===== config.mk =====
export PLATFORM = sky130hd
export DESIGN_NAME = emcf_top
export DESIGN_NICKNAME = d
export VERILOG_FILES = /design/src/emcf_pkg.sv /design/src/emcf_top.sv
export VERILOG_INCLUDE_DIRS = /design/src
export SDC_FILE = /design/constraint.sdc
export NUM_CORES = 1
export LEC_CHECK = 0
export ABC_AREA = 1
export ABC_CLOCK_PERIOD_IN_PS = 1700
export BUFFER_PORTS_ARGS = -buffer_cell sky130_fd_sc_hd__buf_2
export CAP_MARGIN = 20
export CORE_ASPECT_RATIO = 0.7
export CORE_MARGIN = 2
export CORE_UTILIZATION = 50
export CTS_CLUSTER_DIAMETER = 60
export DETAILED_ROUTE_END_ITERATION = 10
export PLACE_DENSITY = 0.77
export SLEW_MARGIN = 10
export SYNTH_ARGS = -nofsm -noshare
export SYNTH_HDL_FRONTEND = slang
export SYNTH_SLANG_ARGS = --single-unit

===== constraint.sdc =====
create_clock -name sys_clk -period 1.7 [get_ports sys_clk]
set_clock_uncertainty 0.1 [all_clocks]
set_input_delay 0 -clock sys_clk [delete_from_list [all_inputs] [get_ports sys_clk]]
set_output_delay 0 -clock sys_clk [all_outputs]
set_load 0.02 [all_outputs]

===== src/emcf_cfg.svh =====
// register offsets, field positions and reset values of the mac config and hash filter block
`ifndef EMCF_CFG_SVH
`define EMCF_CFG_SVH
`define EMCF_OFS_HASH_LOW 8'h00
`define EMCF_OFS_HASH_HIGH 8'h04
`define EMCF_OFS_CFG_ONE 8'h08
`define EMCF_OFS_CTRL 8'h0c
`define EMCF_BIT_WHOLE_RST 15
`define EMCF_BIT_BACKOFF_RST 14
`define EMCF_BIT_CSL_RX_RST 11
`define EMCF_BIT_RX_FUN_RST 10
`define EMCF_BIT_CSL_TX_RST 9
`define EMCF_BIT_TX_FUN_RST 8
`define EMCF_BIT_LOOPBACK 4
`define EMCF_BIT_TX_PAUSE 3
`define EMCF_BIT_RX_PAUSE 2
`define EMCF_BIT_PASS_ALL 1
`define EMCF_BIT_RX_ON 0
`define EMCF_CFG_MASK 32'h0000cf1f
`define EMCF_CFG_RESET 32'h0000800d
`define EMCF_BIT_RX_PATH_ON 0
`define EMCF_BIT_HASH_ON 1
`define EMCF_CTRL_MASK 32'h00000003
`define EMCF_CTRL_RESET 32'h00000000
`define EMCF_HASH_RESET 32'h00000000
`endif


===== src/emcf_pkg.sv =====
// types shared by the mac config and hash filter block
package emcf_pkg;
  typedef enum logic [1:0] {
    EMCF_RX_IDLE = 2'b00,
    EMCF_RX_FRAME = 2'b01,
    EMCF_RX_DROP = 2'b10
  } emcf_rx_state_t;
endpackage


===== src/emcf_top.sv =====
// mac configuration, domain resets, loopback, pause gating and receive hash filter
`include "emcf_cfg.svh"
`timescale 1ns/1ns
module emcf_top #(
  parameter int ADDR_W = 8
) (
  input wire logic sys_clk,
  input wire logic rstn,
  input wire logic clk_en,
  // register bus, read data one cycle after the strobe
  input wire logic [ADDR_W-1:0] reg_addr,
  input wire logic [31:0] reg_wdata,
  input wire logic reg_wr,
  input wire logic reg_rd,
  output logic [31:0] reg_rdata,
  // transmit side from the internal frame path
  input wire logic tx_valid,
  input wire logic tx_pause_frame,
  input wire logic [7:0] tx_data,
  input wire logic tx_last,
  // receive side from the phy interface
  input wire logic rx_valid,
  input wire logic [7:0] rx_data,
  input wire logic rx_last,
  input wire logic rx_is_control,
  input wire logic rx_is_pause,
  input wire logic rx_is_group,
  input wire logic [5:0] rx_hash_index,
  // transmit toward the phy
  output logic phy_tx_valid,
  output logic [7:0] phy_tx_data,
  output logic phy_tx_last,
  // receive toward the internal frame path
  output logic rx_out_valid,
  output logic [7:0] rx_out_data,
  output logic rx_out_last,
  output logic tx_paused,
  // domain resets, active high, for the surrounding mac logic
  output logic mac_media_rst,
  output logic backoff_rng_rst,
  output logic csl_rx_rst,
  output logic csl_tx_rst,
  output logic rx_fun_rst,
  output logic tx_fun_rst
);
  import emcf_pkg::*;

  // the highest register offset must fit in the address
  initial begin
    if (ADDR_W < 4 || ADDR_W > 32) begin
      $error("emcf_top: ADDR_W must lie between 4 and 32");
    end
  end


  // all state lives in one packed struct so a single flop process covers it
  // hash_lo, hash_hi: receive hash table words, owned by software
  // cfg: mac config word, unimplemented bits held at zero by the write mask
  // ctrl: receive path and hash filter enables, standing in for the outer switches
  // rdata: read answer, zero outside the cycle after a read strobe
  // rx_*: receive output stage, one byte per cycle
  // tx_*: transmit register stage shared by the phy side and loopback
  // paused: a received pause frame is being obeyed
  typedef struct packed {
    logic [31:0] hash_lo;
    logic [31:0] hash_hi;
    logic [31:0] cfg;
    logic [31:0] ctrl;
    logic [31:0] rdata;
    emcf_rx_state_t rx_state;
    logic rx_valid;
    logic [7:0] rx_data;
    logic rx_last;
    logic tx_valid;
    logic [7:0] tx_data;
    logic tx_last;
    logic paused;
  } emcf_state_t;

  emcf_state_t s_q;
  emcf_state_t s_d;


  // one decode shared by read and write paths
  // addresses that hit nothing decode as the low word; addr_hit guards that
  // case so an unmapped write cannot land in the table
  function automatic logic [1:0] reg_sel(input logic [ADDR_W-1:0] a);
    logic [1:0] r;
    r = 2'b00;
    if (a == ADDR_W'(`EMCF_OFS_HASH_HIGH)) r = 2'b01;
    else if (a == ADDR_W'(`EMCF_OFS_CFG_ONE)) r = 2'b10;
    else if (a == ADDR_W'(`EMCF_OFS_CTRL)) r = 2'b11;
    return r;
  endfunction

  function automatic logic addr_hit(input logic [ADDR_W-1:0] a);
    return a == ADDR_W'(`EMCF_OFS_HASH_LOW) || a == ADDR_W'(`EMCF_OFS_HASH_HIGH) ||
           a == ADDR_W'(`EMCF_OFS_CFG_ONE) || a == ADDR_W'(`EMCF_OFS_CTRL);
  endfunction


  // decoded config fields, named after what they switch
  logic whole_mac_reset;
  logic mac_receive_on;
  logic accept_control_frames;
  logic rx_flow_ctrl_obey;
  logic tx_flow_ctrl_allow;
  logic loop_on;
  logic rx_path_on;
  logic hash_filter_on;
  logic rx_reset;
  logic tx_reset;
  logic hash_lock;
  logic [63:0] hash_bits;
  logic lb_valid;
  logic [7:0] lb_data;
  logic lb_last;
  logic lb_control;
  logic lb_pause;
  logic lb_group;
  logic frame_ok;
  logic tx_gate;

  always_comb begin
    whole_mac_reset = s_q.cfg[`EMCF_BIT_WHOLE_RST];
    mac_receive_on = s_q.cfg[`EMCF_BIT_RX_ON];
    accept_control_frames = s_q.cfg[`EMCF_BIT_PASS_ALL];
    rx_flow_ctrl_obey = s_q.cfg[`EMCF_BIT_RX_PAUSE];
    tx_flow_ctrl_allow = s_q.cfg[`EMCF_BIT_TX_PAUSE];
    loop_on = s_q.cfg[`EMCF_BIT_LOOPBACK];
    rx_path_on = s_q.ctrl[`EMCF_BIT_RX_PATH_ON];
    hash_filter_on = s_q.ctrl[`EMCF_BIT_HASH_ON];
    // domain resets follow the bits as levels; the whole reset covers every domain except the backoff generator
    rx_reset = whole_mac_reset | s_q.cfg[`EMCF_BIT_RX_FUN_RST] |
               s_q.cfg[`EMCF_BIT_CSL_RX_RST];
    tx_reset = whole_mac_reset | s_q.cfg[`EMCF_BIT_TX_FUN_RST] |
               s_q.cfg[`EMCF_BIT_CSL_TX_RST];
    // table writes are dropped while the filter is live, so a stray write cannot glitch it
    hash_lock = rx_path_on & hash_filter_on;
    hash_bits = {s_q.hash_hi, s_q.hash_lo};
  end


  // receive source: phy input or looped transmit stream
  // loopback takes the registered transmit bytes; the phy flags mean nothing
  // for looped traffic, so they are forced to those of a plain frame
  always_comb begin
    if (loop_on) begin
      lb_valid = s_q.tx_valid;
      lb_data = s_q.tx_data;
      lb_last = s_q.tx_last;
      lb_control = 1'b0;
      lb_pause = 1'b0;
      lb_group = 1'b0;
    end else begin
      lb_valid = rx_valid;
      lb_data = rx_data;
      lb_last = rx_last;
      lb_control = rx_is_control;
      lb_pause = rx_is_pause;
      lb_group = rx_is_group;
    end
  end


  // accept decision, taken on the first byte of a frame
  // group frames need their table bit set once hash filtering is on; unicast
  // and broadcast address matching lie outside this block
  always_comb begin
    frame_ok = mac_receive_on & rx_path_on;
    if (lb_control && !accept_control_frames) begin
      frame_ok = 1'b0;
    end
    // the hash filter only looks at receive traffic
    if (hash_filter_on && lb_group && !hash_bits[rx_hash_index]) begin
      frame_ok = 1'b0;
    end
    // pause frames are held back only while their transmission is blocked
    tx_gate = tx_valid & ~(tx_pause_frame & ~tx_flow_ctrl_allow);
  end


  // next-state logic for the whole block
  always_comb begin
    s_d = s_q;
    s_d.rdata = 32'h00000000;
    // register writes
    // reads and writes share the decode; the master never issues both at once,
    // and if it did the read would simply return the old value
    if (reg_wr) begin
      case (reg_sel(reg_addr))
        2'b00: begin
          if (addr_hit(reg_addr) && !hash_lock) s_d.hash_lo = reg_wdata;
        end
        2'b01: begin
          if (!hash_lock) s_d.hash_hi = reg_wdata;
        end
        2'b10: s_d.cfg = reg_wdata & `EMCF_CFG_MASK;
        2'b11: s_d.ctrl = reg_wdata & `EMCF_CTRL_MASK;
        default: s_d.cfg = s_q.cfg;
      endcase
    end
    // read data stand in the cycle after the strobe only
    if (reg_rd && addr_hit(reg_addr)) begin
      case (reg_sel(reg_addr))
        2'b00: s_d.rdata = s_q.hash_lo;
        2'b01: s_d.rdata = s_q.hash_hi;
        2'b10: s_d.rdata = s_q.cfg & `EMCF_CFG_MASK;
        2'b11: s_d.rdata = s_q.ctrl;
        default: s_d.rdata = 32'h00000000;
      endcase
    end

    // transmit register stage
    // kept in loopback too, so looped bytes pass the same one-cycle stage
    // as bytes that leave on the wire, then one more cycle in the receive stage
    s_d.tx_valid = tx_gate;
    s_d.tx_data = tx_data;
    s_d.tx_last = tx_last;
    if (tx_reset) begin
      s_d.tx_valid = 1'b0;
      s_d.tx_last = 1'b0;
      s_d.tx_data = 8'h00;
    end

    // receive state machine, one byte per valid
    // the accept decision is made once on the first byte; the rest of a
    // dropped frame is swallowed in the drop state until its last byte
    // limitation: a frame cut off with no last byte keeps the machine in its
    // state until the next last byte arrives
    s_d.rx_valid = 1'b0;
    s_d.rx_last = 1'b0;
    case (s_q.rx_state)
      EMCF_RX_IDLE: begin
        if (lb_valid) begin
          if (frame_ok) begin
            s_d.rx_valid = 1'b1;
            s_d.rx_data = lb_data;
            s_d.rx_last = lb_last;
            s_d.rx_state = lb_last ? EMCF_RX_IDLE : EMCF_RX_FRAME;
          end else begin
            s_d.rx_state = lb_last ? EMCF_RX_IDLE : EMCF_RX_DROP;
          end
          if (lb_pause && rx_flow_ctrl_obey) s_d.paused = 1'b1;
        end
      end
      EMCF_RX_FRAME: begin
        if (lb_valid) begin
          s_d.rx_valid = 1'b1;
          s_d.rx_data = lb_data;
          s_d.rx_last = lb_last;
          if (lb_last) s_d.rx_state = EMCF_RX_IDLE;
        end
      end
      EMCF_RX_DROP: begin
        if (lb_valid && lb_last) s_d.rx_state = EMCF_RX_IDLE;
      end
      default: s_d.rx_state = EMCF_RX_IDLE;
    endcase

    // pause is lifted once software stops obeying it or the next frame ends
    // a new pause frame in the same cycle as the end of a transmit frame
    // keeps the pause: the fresh request wins over the release
    if (!rx_flow_ctrl_obey) s_d.paused = 1'b0;
    else if (s_q.paused && s_q.tx_valid && s_q.tx_last &&
             !(s_q.rx_state == EMCF_RX_IDLE && lb_valid && lb_pause)) s_d.paused = 1'b0;
    // the receive reset also drops a pending pause, so nothing stays stuck
    if (rx_reset) begin
      s_d.rx_state = EMCF_RX_IDLE;
      s_d.rx_valid = 1'b0;
      s_d.rx_last = 1'b0;
      s_d.rx_data = 8'h00;
      s_d.paused = 1'b0;
    end
  end


  // single state register; clk_en freezes everything
  // trade-off: gating every flop with clk_en keeps the domains in step,
  // at the cost of losing strobes that arrive while it is low
  always_ff @(posedge sys_clk or negedge rstn) begin
    if (!rstn) begin
      s_q.hash_lo <= `EMCF_HASH_RESET;
      s_q.hash_hi <= `EMCF_HASH_RESET;
      s_q.cfg <= `EMCF_CFG_RESET;
      s_q.ctrl <= `EMCF_CTRL_RESET;
      s_q.rdata <= 32'h00000000;
      s_q.rx_state <= EMCF_RX_IDLE;
      s_q.rx_valid <= 1'b0;
      s_q.rx_data <= 8'h00;
      s_q.rx_last <= 1'b0;
      s_q.tx_valid <= 1'b0;
      s_q.tx_data <= 8'h00;
      s_q.tx_last <= 1'b0;
      s_q.paused <= 1'b0;
    end else if (clk_en) begin
      s_q <= s_d;
    end
  end


  // outputs
  // domain resets are plain decodes of the config word, so they follow
  // the bits as levels with no extra delay
  always_comb begin
    reg_rdata = s_q.rdata;
    // looped traffic does not also leave on the wire
    phy_tx_valid = s_q.tx_valid & ~loop_on & ~s_q.paused;
    phy_tx_data = s_q.tx_data;
    phy_tx_last = s_q.tx_last & ~loop_on;
    rx_out_valid = s_q.rx_valid;
    rx_out_data = s_q.rx_data;
    rx_out_last = s_q.rx_last;
    tx_paused = s_q.paused;
    mac_media_rst = whole_mac_reset;
    backoff_rng_rst = s_q.cfg[`EMCF_BIT_BACKOFF_RST];
    csl_rx_rst = whole_mac_reset | s_q.cfg[`EMCF_BIT_CSL_RX_RST];
    rx_fun_rst = whole_mac_reset | s_q.cfg[`EMCF_BIT_RX_FUN_RST];
    csl_tx_rst = whole_mac_reset | s_q.cfg[`EMCF_BIT_CSL_TX_RST];
    tx_fun_rst = whole_mac_reset | s_q.cfg[`EMCF_BIT_TX_FUN_RST];
  end
endmodule


==> summary by stage, run 1 <==
Power and ir drop
The total power per unit cell area is 948 nW/µm². The leakage power figure is 4.30 nW. IR analysis of the VDD net gives a maximum drop of 775 µV.

Synth
Counting flops with a built-in enable in the synthesized netlist gives 0. In this run the cell area of the synthesized design comes to 6670 µm². Counting instances in the post-synthesis netlist gives the leading cell types as nand2_1, dfrtp_1, o21ai_1. Of the synthesized area, sequential elements account for 0.496. The count of distinct cell types in the synthesized netlist is 33. The synthesized netlist net count is 896.

The top-area cell type share of the netlist area is 0.480. A synthesized cell averages 8.12 µm². The most common cell in the synthesized netlist is nand2_1.

In this run, synthesis produced a sequential element count of 132. The biggest area contributor in the post-synthesis netlist is dfrtp_1. The commonest register cell after synthesis is dfrtp_1. Counting flops with an async set or reset pin after synthesis yields a share of 1.00. The number of warnings reported in the yosys synthesis log is 0. By area the synthesized netlist is led by dfrtp_1, nand2_1, o21ai_1. The synthesized netlist cell count is 821.

Finish
The final layout net count is 1053. The final instance count without filler cells is 1156. From synthesis to final layout, the design area changed by 28.7%. Summing all non-filler instances in the final layout gives an area of 8580 µm².

The share of post-route cells with drive strength above 1 is 0.241. The fill cell instance count of the final layout is 1035. The count of antenna diodes in the layout is 0.

Placed design
OpenSTA, run right after detailed placement, puts the worst setup slack at 19.3 ps. In this run the tool buffered the top-level ports with 133 buffer cells. The number of instances in the placed design is 1053. The detailed-placement wirelength estimate is 12000 µm. The weighted congestion reported at the end of routability-driven placement is 0.842. The instance area after placement is 7230 µm².

Setup path
In this run the register-to-register setup slack is 20 ps. Along the worst path, the maximum fanout reaches 6. The number of buffers and inverters on the critical path is 0. The type of destination of the critical path is a flop. The category of the worst setup path launch point is a flop.

Data on the critical path arrives at its endpoint at 1940 ps. The top cell family by delay on the critical path is simple AND/OR/NAND/NOR gates. Traced cell by cell, the critical path runs through nand2_1 > nand3_1 > nand3_1 > nand3_1 > nand2_1 > nand2_1 > nand3_2 > nand3_2 > nand2_4 > nand2_8 > nand2_4 > nand3_1 > nand2_1. The critical path required time is 1960 ps.

The cell type of the slowest stage on the worst timing path is dfrtp_1. In this design, the stage delay of the slowest critical-path cell is 420 ps. The type of the worst setup path is flop to flop.

Floorplanning
The die is 101 µm tall. The area of the placeable core is 13100 µm². In this run the count of I/O pins placed on the die edge is 134. The floorplan step defined a die boundary enclosing 14300 µm². For this configuration, the core starts out at a cell density of 0.509. The number of placement rows is 35. The width of the die is 142 µm.

Global routing
The residual overflow from global routing is 0. The via count of the first global-routing pass came to 5899. Across every metal layer, demand over resource in global routing totals 0.270. Entering global routing, the biggest net connects 67 pins.

The initial antenna violation count is 0. The first-pass GRT wire length is 30000 µm.

STA
The post-layout minimum cycle time is 1680 ps. The final-report hold violation count was 0. Headroom to the max-slew limit came out at 0.665. At the pin with the least slew margin, the transition time is 502 ps. Setup violations remaining at the end of the flow were counted as 0. The total count of max-transition violations in the final report was 0. The maximum operating frequency is 595 MHz.

The least setup slack across all paths after layout is 19.1 ps. The final period utilization is 0.989. Setup repair after global routing could not meet its margin everywhere.

CTS
TritonCTS built the clock tree. Clock-pin slew was measured on the worst setup and hold paths at 60 ps. The tree is rooted in a clkbuf_16.

The clock sink total is 132. At the later pin of the worst-skew pair, clock insertion delay measures 420 ps. The number of buffers between clock root and the deepest sink is 2.

The CTS buffer count is 17. The deepest level of the CTS H-tree is 4.

Detailed routing
In the routed design, unresolved DRC markers number 0. The final routed wire length divided by cell count is 16.5 µm. The total iterations of the first detailed-routing run is 6. The post-detailed-route count of antenna-violating nets is 0. The detailed-route wire length is 19100 µm. The total number of vias is 6365. Dividing the detail-routed via count by the number of cells gives 5.51. In this run, the number of DRC markers left after iteration 0 of detailed routing was 678.

Run
The tool flagged a number of max-cap violations equal to 0.

Min path
The path class of the tightest hold or removal check is primary input to flop.

Run status
The flow ran to the end, and the final reports show no timing, DRC or antenna violations.
[worst min-delay path: cells and delay by family]
kind / cells / cell delay, ps
buf+inv: 1 / 120
simple gates: 1 / 150
compound gates: 2 / 230
[placed cells by master (no fill, tap or decap), drive strengths merged, types with 4 or more instances in the layout]
master	count
nand2	232
buf	167
o21ai	143
dfrtp	128
nand3	83
inv	66
dlygate4sd3	60
clkbuf	23
a22oi	21
nor2	18
nand4	9
a21oi	7
dfstp	4
clkinv	4
[flip-flops by register name, summed over array words and instances (netlist names), 8 cells and up]
signal and count:
hash_bits 64, reg_rdata 32, s_q 9, phy_tx_data 8, rx_out_data 8
[cell type report]
type / instances / area (µm²) / area share
Clock buffer: 22 / 474 / 0.0553
Clock inverter: 9 / 128 / 0.0149
Inverter: 67 / 254 / 0.0296
Multi-Input combinational cell: 532 / 2590 / 0.302
Sequential cell: 132 / 3310 / 0.385
Tap cell: 166 / 208 / 0.0242
Timing Repair Buffer: 228 / 1620 / 0.188
[per-layer routing]
| metal | part of all wire | global-route usage |
|---|---|---|
| met1 | 0.46 | 0.395 |
| met2 | 0.44 | 0.393 |
| met3 | 0.077 | 0.0656 |
| met4 | 0.024 | 0.0954 |
| met5 | 0 | 0 |
[stage by stage]
stage	hold WS [ps]	setup TNS, ps	utilization	total power (W)
after floorplan	-396	0	-	0.00401
after global placement	-256	0	0.552	0.00427
after detailed placement	-256	0	0.552	0.00429
after CTS	4.99	0	0.644	0.00811
after global routing	24.1	-1040	0.655	0.00842
final	20.8	0	0.655	0.00813
[cell families after synthesis]
group,Yosys count,share of synthesized area
compound gates,183,0.150
buf+inv,159,0.127
flops,132,0.496
simple gates,347,0.227
[final timing paths]
path,from,endpoint,cells after the start
setup / recovery,hash_bits[26],rx_out_data[5],13
hold / removal,reg_addr[3],reg_rdata[2],4
setup reg to reg,hash_bits[26],rx_out_data[5],13
hold reg to reg,rx_out_last,rx_out_last,2
max in group asynchronous,rstn,backoff_rng_rst,3
min in group asynchronous,rstn,mac_media_rst,2
[timing repair]
| item | 4_1_cts | 5_1_grt |
|---|---|---|
| gates resized for setup | 0 | 15 |
| setup buffers | 0 | 10 |
| endpoints found under the hold margin | 234 | 0 |
| hold buffers | 60 | 0 |
| setup endpoints to repair | 0 | 30 |
[power breakdown]
part	internal [W]	total [W]	leakage (nW)	switching (W)
clock network	0.00240	0.00373	0.288	0.00132
registers	0.00330	0.00342	1.79	0.000119
logic	0.000406	0.000988	2.22	0.000582
(Power assumes the default switching activity.)
==> run 2: changes to the inputs <==
--- a/config.mk
+++ b/config.mk
@@ -8,7 +8,7 @@
 export LEC_CHECK = 0
 export ABC_AREA = 1
 export ABC_CLOCK_PERIOD_IN_PS = 1700
-export BUFFER_PORTS_ARGS = -buffer_cell sky130_fd_sc_hd__buf_2
+export BUFFER_PORTS_ARGS = -buffer_cell sky130_fd_sc_hd__clkbuf_2
 export CAP_MARGIN = 20
 export CORE_ASPECT_RATIO = 0.7
 export CORE_MARGIN = 2
==> run 2 against run 1 <==
Compared with the run above:
- flip-flop and latch count unchanged
- highest routed layer unchanged
- combinational power down 0.4%
- critical endpoint is now rx_out_data[3]
- clock power up 2%
- sequential power about the same
- utilization down 0.20 points
- largest cell class unchanged
==> summary by stage, run 2 (synthesized netlist as in run 1, its figures left out) <==
Run status
The flow ran to the end, and the final reports show no timing, DRC or antenna violations.

CTS
The CTS buffer count is 17 (unchanged). The clock tree root buffer cell is clkbuf_16. The deepest level of the CTS H-tree is 4 (unchanged). The clock latency at the later pin of the worst-skew pair is 420 ps (about the same).

The post-CTS clock slew at the launch and capture registers of the worst setup and hold paths is 60 ps (about the same). The number of buffers between clock root and the deepest sink was 2 (unchanged). TritonCTS built the clock tree. The clock sink total is 132 (unchanged).

Detailed routing
The post-detailed-route count of antenna-violating nets is 0 (unchanged). The final routed wire length divided by cell count is 16.2 µm (-1.8%). The via-per-instance ratio is 5.45 (-1.0%). The total met3 wirelength after detailed routing is 1300 µm (-12%).

The met1 routed wirelength after detailed routing is 8720 µm (+0.18%). The total iterations of the first detailed-routing run is 5 (-1). The violation count after the first detailed-route iteration is 674 (-0.59%). The highest layer touched by signal routing is met4. The total number of vias is 6289 (-1.2%). The total length of routed met2 wires came to 8240 µm (-2.7%).

The detailed-route wire length is 18700 µm (-2.0%). The residual DRC count is 0 (unchanged).

Placed design
The weighted congestion reported at the end of routability-driven placement came to 0.848 (+0.69%). The worst setup slack before clock tree synthesis came to -10.8 ps (-30.1 ps). The detailed-placement wirelength estimate came to 12200 µm (+1.1%). The total of buffers placed on input and output ports was 133 (unchanged). The number of instances in the placed design came to 1052 (-0.095%).

Power and ir drop
The leakage power figure came to 4.27 nW (-0.61%). The total power after layout is 0.00820 W (+0.85%). The largest vdd supply drop was 746 µV (-3.6%). The total power per unit cell area is 959 nW/µm² (+1.2%).

Setup path
The worst-path maximum fanout is 6 (unchanged). The critical path data arrival time is 1950 ps (about the same). STA classifies the critical path startpoint as a flop. STA classifies the critical path endpoint as a flop. On the critical path, the stage with the largest delay is an instance of dfrtp_1. The type of the worst setup path is flop to flop. The delay of the slowest cell on the worst path came to 410 ps (about the same). The critical path required time is 1950 ps (about the same).

The critical path goes through nand2_1 > nand3_2 > nand3_1 > nand3_1 > nand2_1 > nand2_2 > nand3_2 > nand3_2 > nand2_4 > nand2_8 > nand2_4 > nand3_1 > nand2_1.

Floorplanning
The floorplan die height is 101 µm (unchanged). The die area is 14300 µm² (unchanged). The I/O pin count is 134 (unchanged). The width of the die is 142 µm (unchanged). The area of the placeable core is 13100 µm² (unchanged). The effective utilization at floorplan was 0.509 (unchanged). The number of placement rows is 35 (unchanged).

Finish
The count of antenna diodes in the layout was 0 (unchanged). The fill cell instance count of the final layout was 1053 (+1.7%). In the layout the commonest cells are nand2_1, clkbuf_2, dfrtp_1, o21ai_1, nand3_1. The signed area change from the synthesized netlist to the final layout is 28.3%. The share of post-route cells with drive strength above 1 was 0.243 (+0.00150).

The flip-flop count of the largest register after layout came to 64 (unchanged). The final instance count without filler cells is 1154 (-0.17%). The final layout net count is 1051 (-0.19%). The library cell used most frequently in the layout, excluding fill and tap cells, is nand2_1.

STA
The total count of max-transition violations in the final report is 0 (unchanged). The maximum operating frequency is 591 MHz (-0.64%). The post-layout minimum cycle time is 1690 ps (+10.8 ps). The final period utilization is 0.995 (+0.00634). The final setup violation count is 0 (unchanged). The measured slew at the worst slew-check pin was 904 ps (+402 ps).

Setup repair after global routing could not meet its margin everywhere. The least setup slack across all paths after layout is 8.34 ps (-10.8 ps). The tightest slew margin relative to the limit is 0.397 (-0.268). The final-report hold violation count is 0 (unchanged).

Global routing
The overall routing resource usage came to 0.264 (-0.00564). The initial antenna violation count is 0 (unchanged). The pin count of the biggest net entering global routing is 65 (-3.0%). The residual overflow from global routing is 0 (unchanged). The via count of the first global-routing pass was 5717 (-3.1%). The first-pass GRT wire length is 29400 µm (-2.2%).

Run
The reported max-cap violation count is 0 (unchanged).

Min path
In this run the worst hold path is classified as primary input to async pin.
==> run 2: cell count changes in the layout (fill, tap and decap cells not counted), sizes merged <==
| cell | delta |
|---|---|
| dlymetal6s4s | +1 |
| buf | -132 |
| clkinvlp | -1 |
| dlygate4sd3 | -2 |
| clkbuf | +132 |
==> run 2: final timing paths <==
kind	from	endpoint	slack [ps]	cells after the start
worst min-delay path	rstn	mac_media_rst	40	2
max in group asynchronous	rstn	phy_tx_data[3]	520	3
worst max register to register	hash_bits[39]	rx_out_data[3]	8	13
min in group sys_clk	reg_addr[2]	rx_path_on	40	5
worst min register to register	mac_receive_on	mac_receive_on	380	2
worst max-delay path	hash_bits[39]	rx_out_data[3]	8	13
==> run 2: through the flow <==
step / util / hold WS, ps / setup TNS (ps) / cell area [µm²]
after floorplan: - / -396 / 0 / 6670
after CTS: 0.642 / 17.0 / 0 / 8410
after global placement: 0.550 / -185 / 0 / 7210
after global routing: 0.653 / 49.9 / -708 / 8560
after detailed placement: 0.550 / -180 / -19.7 / 7210
final: 0.653 / 35.6 / 0 / 8560
==> run 2: where the power goes <==
group	total, W	internal, W	leakage, nW	switching, W
clock network	0.00379	0.00245	0.295	0.00134
registers	0.00342	0.00330	1.79	0.000124
logic	0.000984	0.000407	2.18	0.000577
==> run 2: cell type report <==
class                   count  area [µm²]  share of cell area
well taps                 166         208              0.0243
inverters                  67         254              0.0297
flip-flops and latches    132        3310               0.387
multi-input cells         532        2590               0.303
clock inverters             8         124              0.0145
clock buffers              23         488              0.0570
repair buffers            226        1580               0.185
==> run 2: layer usage <==
| metal | up-vias | GRT usage |
|---|---|---|
| met5 | - | 0 |
| met4 | 0 | 0.0862 |
| met3 | 41 | 0.0651 |
| met2 | 284 | 0.388 |
| met1 | 2976 | 0.386 |
| li1 | 2988 | - |
==> run 2: what timing repair did <==
item,CTS,global route
hold buffers,59,0
resized for setup,0,15
setup endpoints to repair,0,37
buffers inserted,0,10
endpoints found under the hold margin,229,0
==> run 2: worst max-delay path: cells and delay by family (launching register included) <==
family        cells  cell delay (ps)
flops             1              410
simple gates     13             1130
==> run 3: changes to the inputs <==
--- a/config.mk
+++ b/config.mk
@@ -6,10 +6,8 @@
 export SDC_FILE = /design/constraint.sdc
 export NUM_CORES = 1
 export LEC_CHECK = 0
-export ABC_AREA = 1
 export ABC_CLOCK_PERIOD_IN_PS = 1700
 export BUFFER_PORTS_ARGS = -buffer_cell sky130_fd_sc_hd__clkbuf_2
-export CAP_MARGIN = 20
 export CORE_ASPECT_RATIO = 0.7
 export CORE_MARGIN = 2
 export CORE_UTILIZATION = 50
==> run 3 against run 2 <==
Compared with the run above:
- the flow now finishes with violations (negative setup slack)
- die area shrank 1.1%
- combinational power increased by 22%
- first-iteration DRC count grew 20%
- wire length rose by 33%
- power grew 0.86%
- cell count decreased by 16%
- largest cell class unchanged
- critical path depth decreased by 6
- worst hold slack better by 18 ps
- clock power decreased by 2%
- critical path type unchanged
- sequential power shrank 1%
- worst setup slack got worse by 820 ps
==> summary by stage, run 3 <==
Setup path
The type of the worst setup path is flop to flop. The critical path data arrival time is 2690 ps (+740 ps). The category of the worst setup path launch point is a flop.

The worst-path maximum fanout is 4 (-2). The critical path required time came to 1880 ps (-70 ps). The type of destination of the critical path is a flop.

Synth
The fraction of registers with async set/reset was 1.00 (unchanged). The cell area after technology mapping came to 6590 µm² (-1.2%). The mean instance size in the synthesized netlist is 12.2 µm² (+50%).

By count the netlist is led by dfrtp_1, mux2_2, buf_4. Yosys instantiated no cell more often than dfrtp_1. By area the synthesized netlist is led by dfrtp_1, mux2_2, buf_4. The count of flip-flops with a built-in enable after synthesis is 0 (unchanged). The top-area cell type share of the netlist area came to 0.486 (+0.00574).

The number of warnings reported in the yosys synthesis log is 0 (unchanged). The count of distinct cell types in the synthesized netlist is 49 (+48%). The proportion of synthesized chip area in sequential cells was 0.502 (+0.00593). The most used flip-flop cell after synthesis is dfrtp_1.

The synthesized netlist net count is 616 (-31%). The largest total area in the synthesized netlist belongs to dfrtp_1. The flop and latch count out of synthesis is 132 (unchanged). The synthesized netlist cell count is 541 (-34%).

Global routing
The routing usage on met2 is 0.501 (+0.113). The met3 usage was 0.0778 (+0.0127). The initial antenna violation count was 0 (unchanged). The via count of the first global-routing pass was 6238 (+9.1%). The overall routing resource usage is 0.327 (+0.0624).

The pin count of the biggest net entering global routing is 56 (-14%). The residual overflow from global routing is 0 (unchanged). The global-route met1 utilization was 0.444 (+0.0580). The highest-utilization routing layer at the global route stage is met2. The first-pass GRT wire length is 35100 µm (+20%).

Finish
The library cells used most frequently in the layout, excluding fill and tap cells, are clkbuf_2, dfrtp_1, buf_4, mux2_4, dlygate4sd3_1. The library cell used most frequently in the layout, excluding fill and tap cells, is clkbuf_2. From synthesis to final layout, the design area changed by 46.9%.

The count of antenna diodes in the layout came to 0 (unchanged). The share of post-route cells with drive strength above 1 came to 0.514 (+0.271). The fill cell instance count of the final layout is 706 (-33%). The final instance count without filler cells was 972 (-16%). The flip-flop count of the largest register after layout was 64 (unchanged). The utilization after layout is 0.744 (+0.0910). The final layout net count is 868 (-17%).

STA
The minimum hold slack is 53.3 ps (+17.7 ps). The least setup slack across all paths after layout is -810 ps (-818 ps). The final setup violation count is 79 (+79).

Setup repair after global routing could not meet its margin everywhere. The measured slew at the worst slew-check pin is 975 ps (+70.9 ps). The maximum operating frequency is 398 MHz (-33%). The final-report hold violation count was 0 (unchanged). The total count of max-transition violations in the final report is 0 (unchanged). The tightest slew margin relative to the limit came to 0.350 (-0.0473). The post-layout minimum cycle time was 2510 ps (+818 ps). The final period utilization is 1.48 (+0.481).

Run
The reported max-cap violation count was 0 (unchanged).

Power and ir drop
The largest vdd supply drop is 650 µV (-13%). The switching share of total power was 0.254 (+0.00444). The relative contribution of sequential cells to total power is 0.408 (-0.009). The switching power summed over all nets is 0.00210 W (+2.7%).

The leakage power figure is 4.65 nW (+8.9%). The clock power share is 0.447 (-0.016). The total power per unit cell area is 854 nW/µm² (-11%). The combinational fraction of design power came to 0.145 (+0.025). The total power after layout is 0.00827 W (+0.86%).

The internal power is 0.00617 W (+0.26%).

CTS
The deepest level of the CTS H-tree is 4 (unchanged). The clock sink total is 132 (unchanged). The post-CTS clock slew at the launch and capture registers of the worst setup and hold paths is 60 ps (about the same). The cell sitting at the root of the clock tree is a clkbuf_16.

TritonCTS built the clock tree. The clock latency at the later pin of the worst-skew pair was 420 ps (about the same). The number of buffers between clock root and the deepest sink is 2 (unchanged).

The CTS buffer count came to 17 (unchanged).

Detailed routing
The total iterations of the first detailed-routing run is 5 (unchanged). The final routed wire length divided by cell count came to 25.7 µm (+58%). The post-detailed-route count of antenna-violating nets is 0 (unchanged). The via-per-instance ratio was 6.49 (+19%). The detailed-route wire length is 25000 µm (+33%). The total number of vias is 6311 (+0.35%). The residual DRC count came to 0 (unchanged). The violation count after the first detailed-route iteration came to 808 (+20%).

Floorplanning
The I/O pin count is 134 (unchanged). The area of the placeable core is 13000 µm² (-0.67%). The die area came to 14100 µm² (-1.1%).

The effective utilization at floorplan was 0.507 (-0.00263). The floorplan die height is 100 µm (-0.57%). The number of placement rows was 35 (unchanged). The width of the die is 141 µm (-0.58%).

Run status
The checks that failed: negative setup slack. The flow ran to the end, but the final reports show violations.

Placed design
The number of instances in the placed design is 866 (-18%). The detailed-placement wirelength estimate is 12700 µm (+4.4%). The weighted congestion reported at the end of routability-driven placement is 0.905 (+6.8%).

The total of buffers placed on input and output ports is 133 (unchanged).

Min path
The path type of the worst min-delay path is primary input to flop.
run 3: cells by family (layout without fill, tap and decap cells):
kind of cell / after synthesis / in the layout / share of synthesized area
buffers and inverters: 94 / 358 / 0.0837
multiplexers: 110 / 110 / 0.206
AND/OR/NAND/NOR: 86 / 86 / 0.0712
flip-flops: 132 / 132 / 0.502
AO/OA/AOI/OAI: 119 / 120 / 0.138
run 3: stage by stage:
stage	setup slack (ps)	TNS, ps	cell area (µm²)
2_1_floorplan	-419	-4780	6620
3_3_place_gp	-559	-6430	7880
3_5_place_dp	-610	-9530	7880
4_1_cts	-595	-8090	9460
5_1_grt	-910	-15000	9680
6_report	-810	-12470	9680
run 3: final timing paths:
check,from,slack (ps),depth (start not counted),endpoint
worst max-delay path,hash_bits[13],-810,7,s_q[22]
worst min-delay path,reg_rd,50,4,reg_rdata[1]
worst max register to register,hash_bits[13],-810,7,s_q[22]
worst min register to register,reg_rdata[27],390,1,reg_rdata[27]
max in group asynchronous,rstn,400,3,reg_rdata[9]
min in group asynchronous,rstn,80,2,s_q[90]
run 3: critical path, stage by stage (launching register included):
cell and delay (ps):
dfrtp_1 420, mux4_2 480, mux2i_1 250, nor4b_1 140
nor4_2 250, a31oi_4 220, buf_4 210, o41ai_2 300
run 3: timing repair:
item / CTS / global route
hold buffers: 57 / 0
pin swaps: 7 / 17
setup buffers: 7 / 4
setup endpoints to repair: 73 / 115
endpoints found under the hold margin: 238 / 0
gates resized for setup: 71 / 54
gates cloned: 5 / 1
run 3: metal layers:
| metal | vias to the layer above | share of wire |
|---|---|---|
| li1 | 2477 | - |
| met1 | 3100 | 0.37 |
| met2 | 567 | 0.45 |
| met3 | 167 | 0.12 |
| met4 | 0 | 0.059 |
| met5 | - | 0 |
run 3: final cells by class:
class	instances	area, µm²	area share
Clock inverter	11	139	0.0143
Clock buffer	21	440	0.0455
Tap cell	166	208	0.0215
Inverter	13	48.8	0.00504
Multi-Input combinational cell	316	3150	0.325
Sequential cell	132	3310	0.342
Timing Repair Buffer	313	2390	0.247
run 3: power groups by stage:
| stage | Sequential, W | Combinational, W | Clock (W) |
|---|---|---|---|
| final | 0.00338 | 0.00120 | 0.00370 |
| after CTS | 0.00335 | 0.00106 | 0.00365 |
| after global placement | 0.00339 | 0.000851 | 0 |
| after detailed placement | 0.00340 | 0.000876 | 0 |
| after global routing | 0.00338 | 0.00126 | 0.00386 |
| after floorplan | 0.00339 | 0.000413 | 0 |
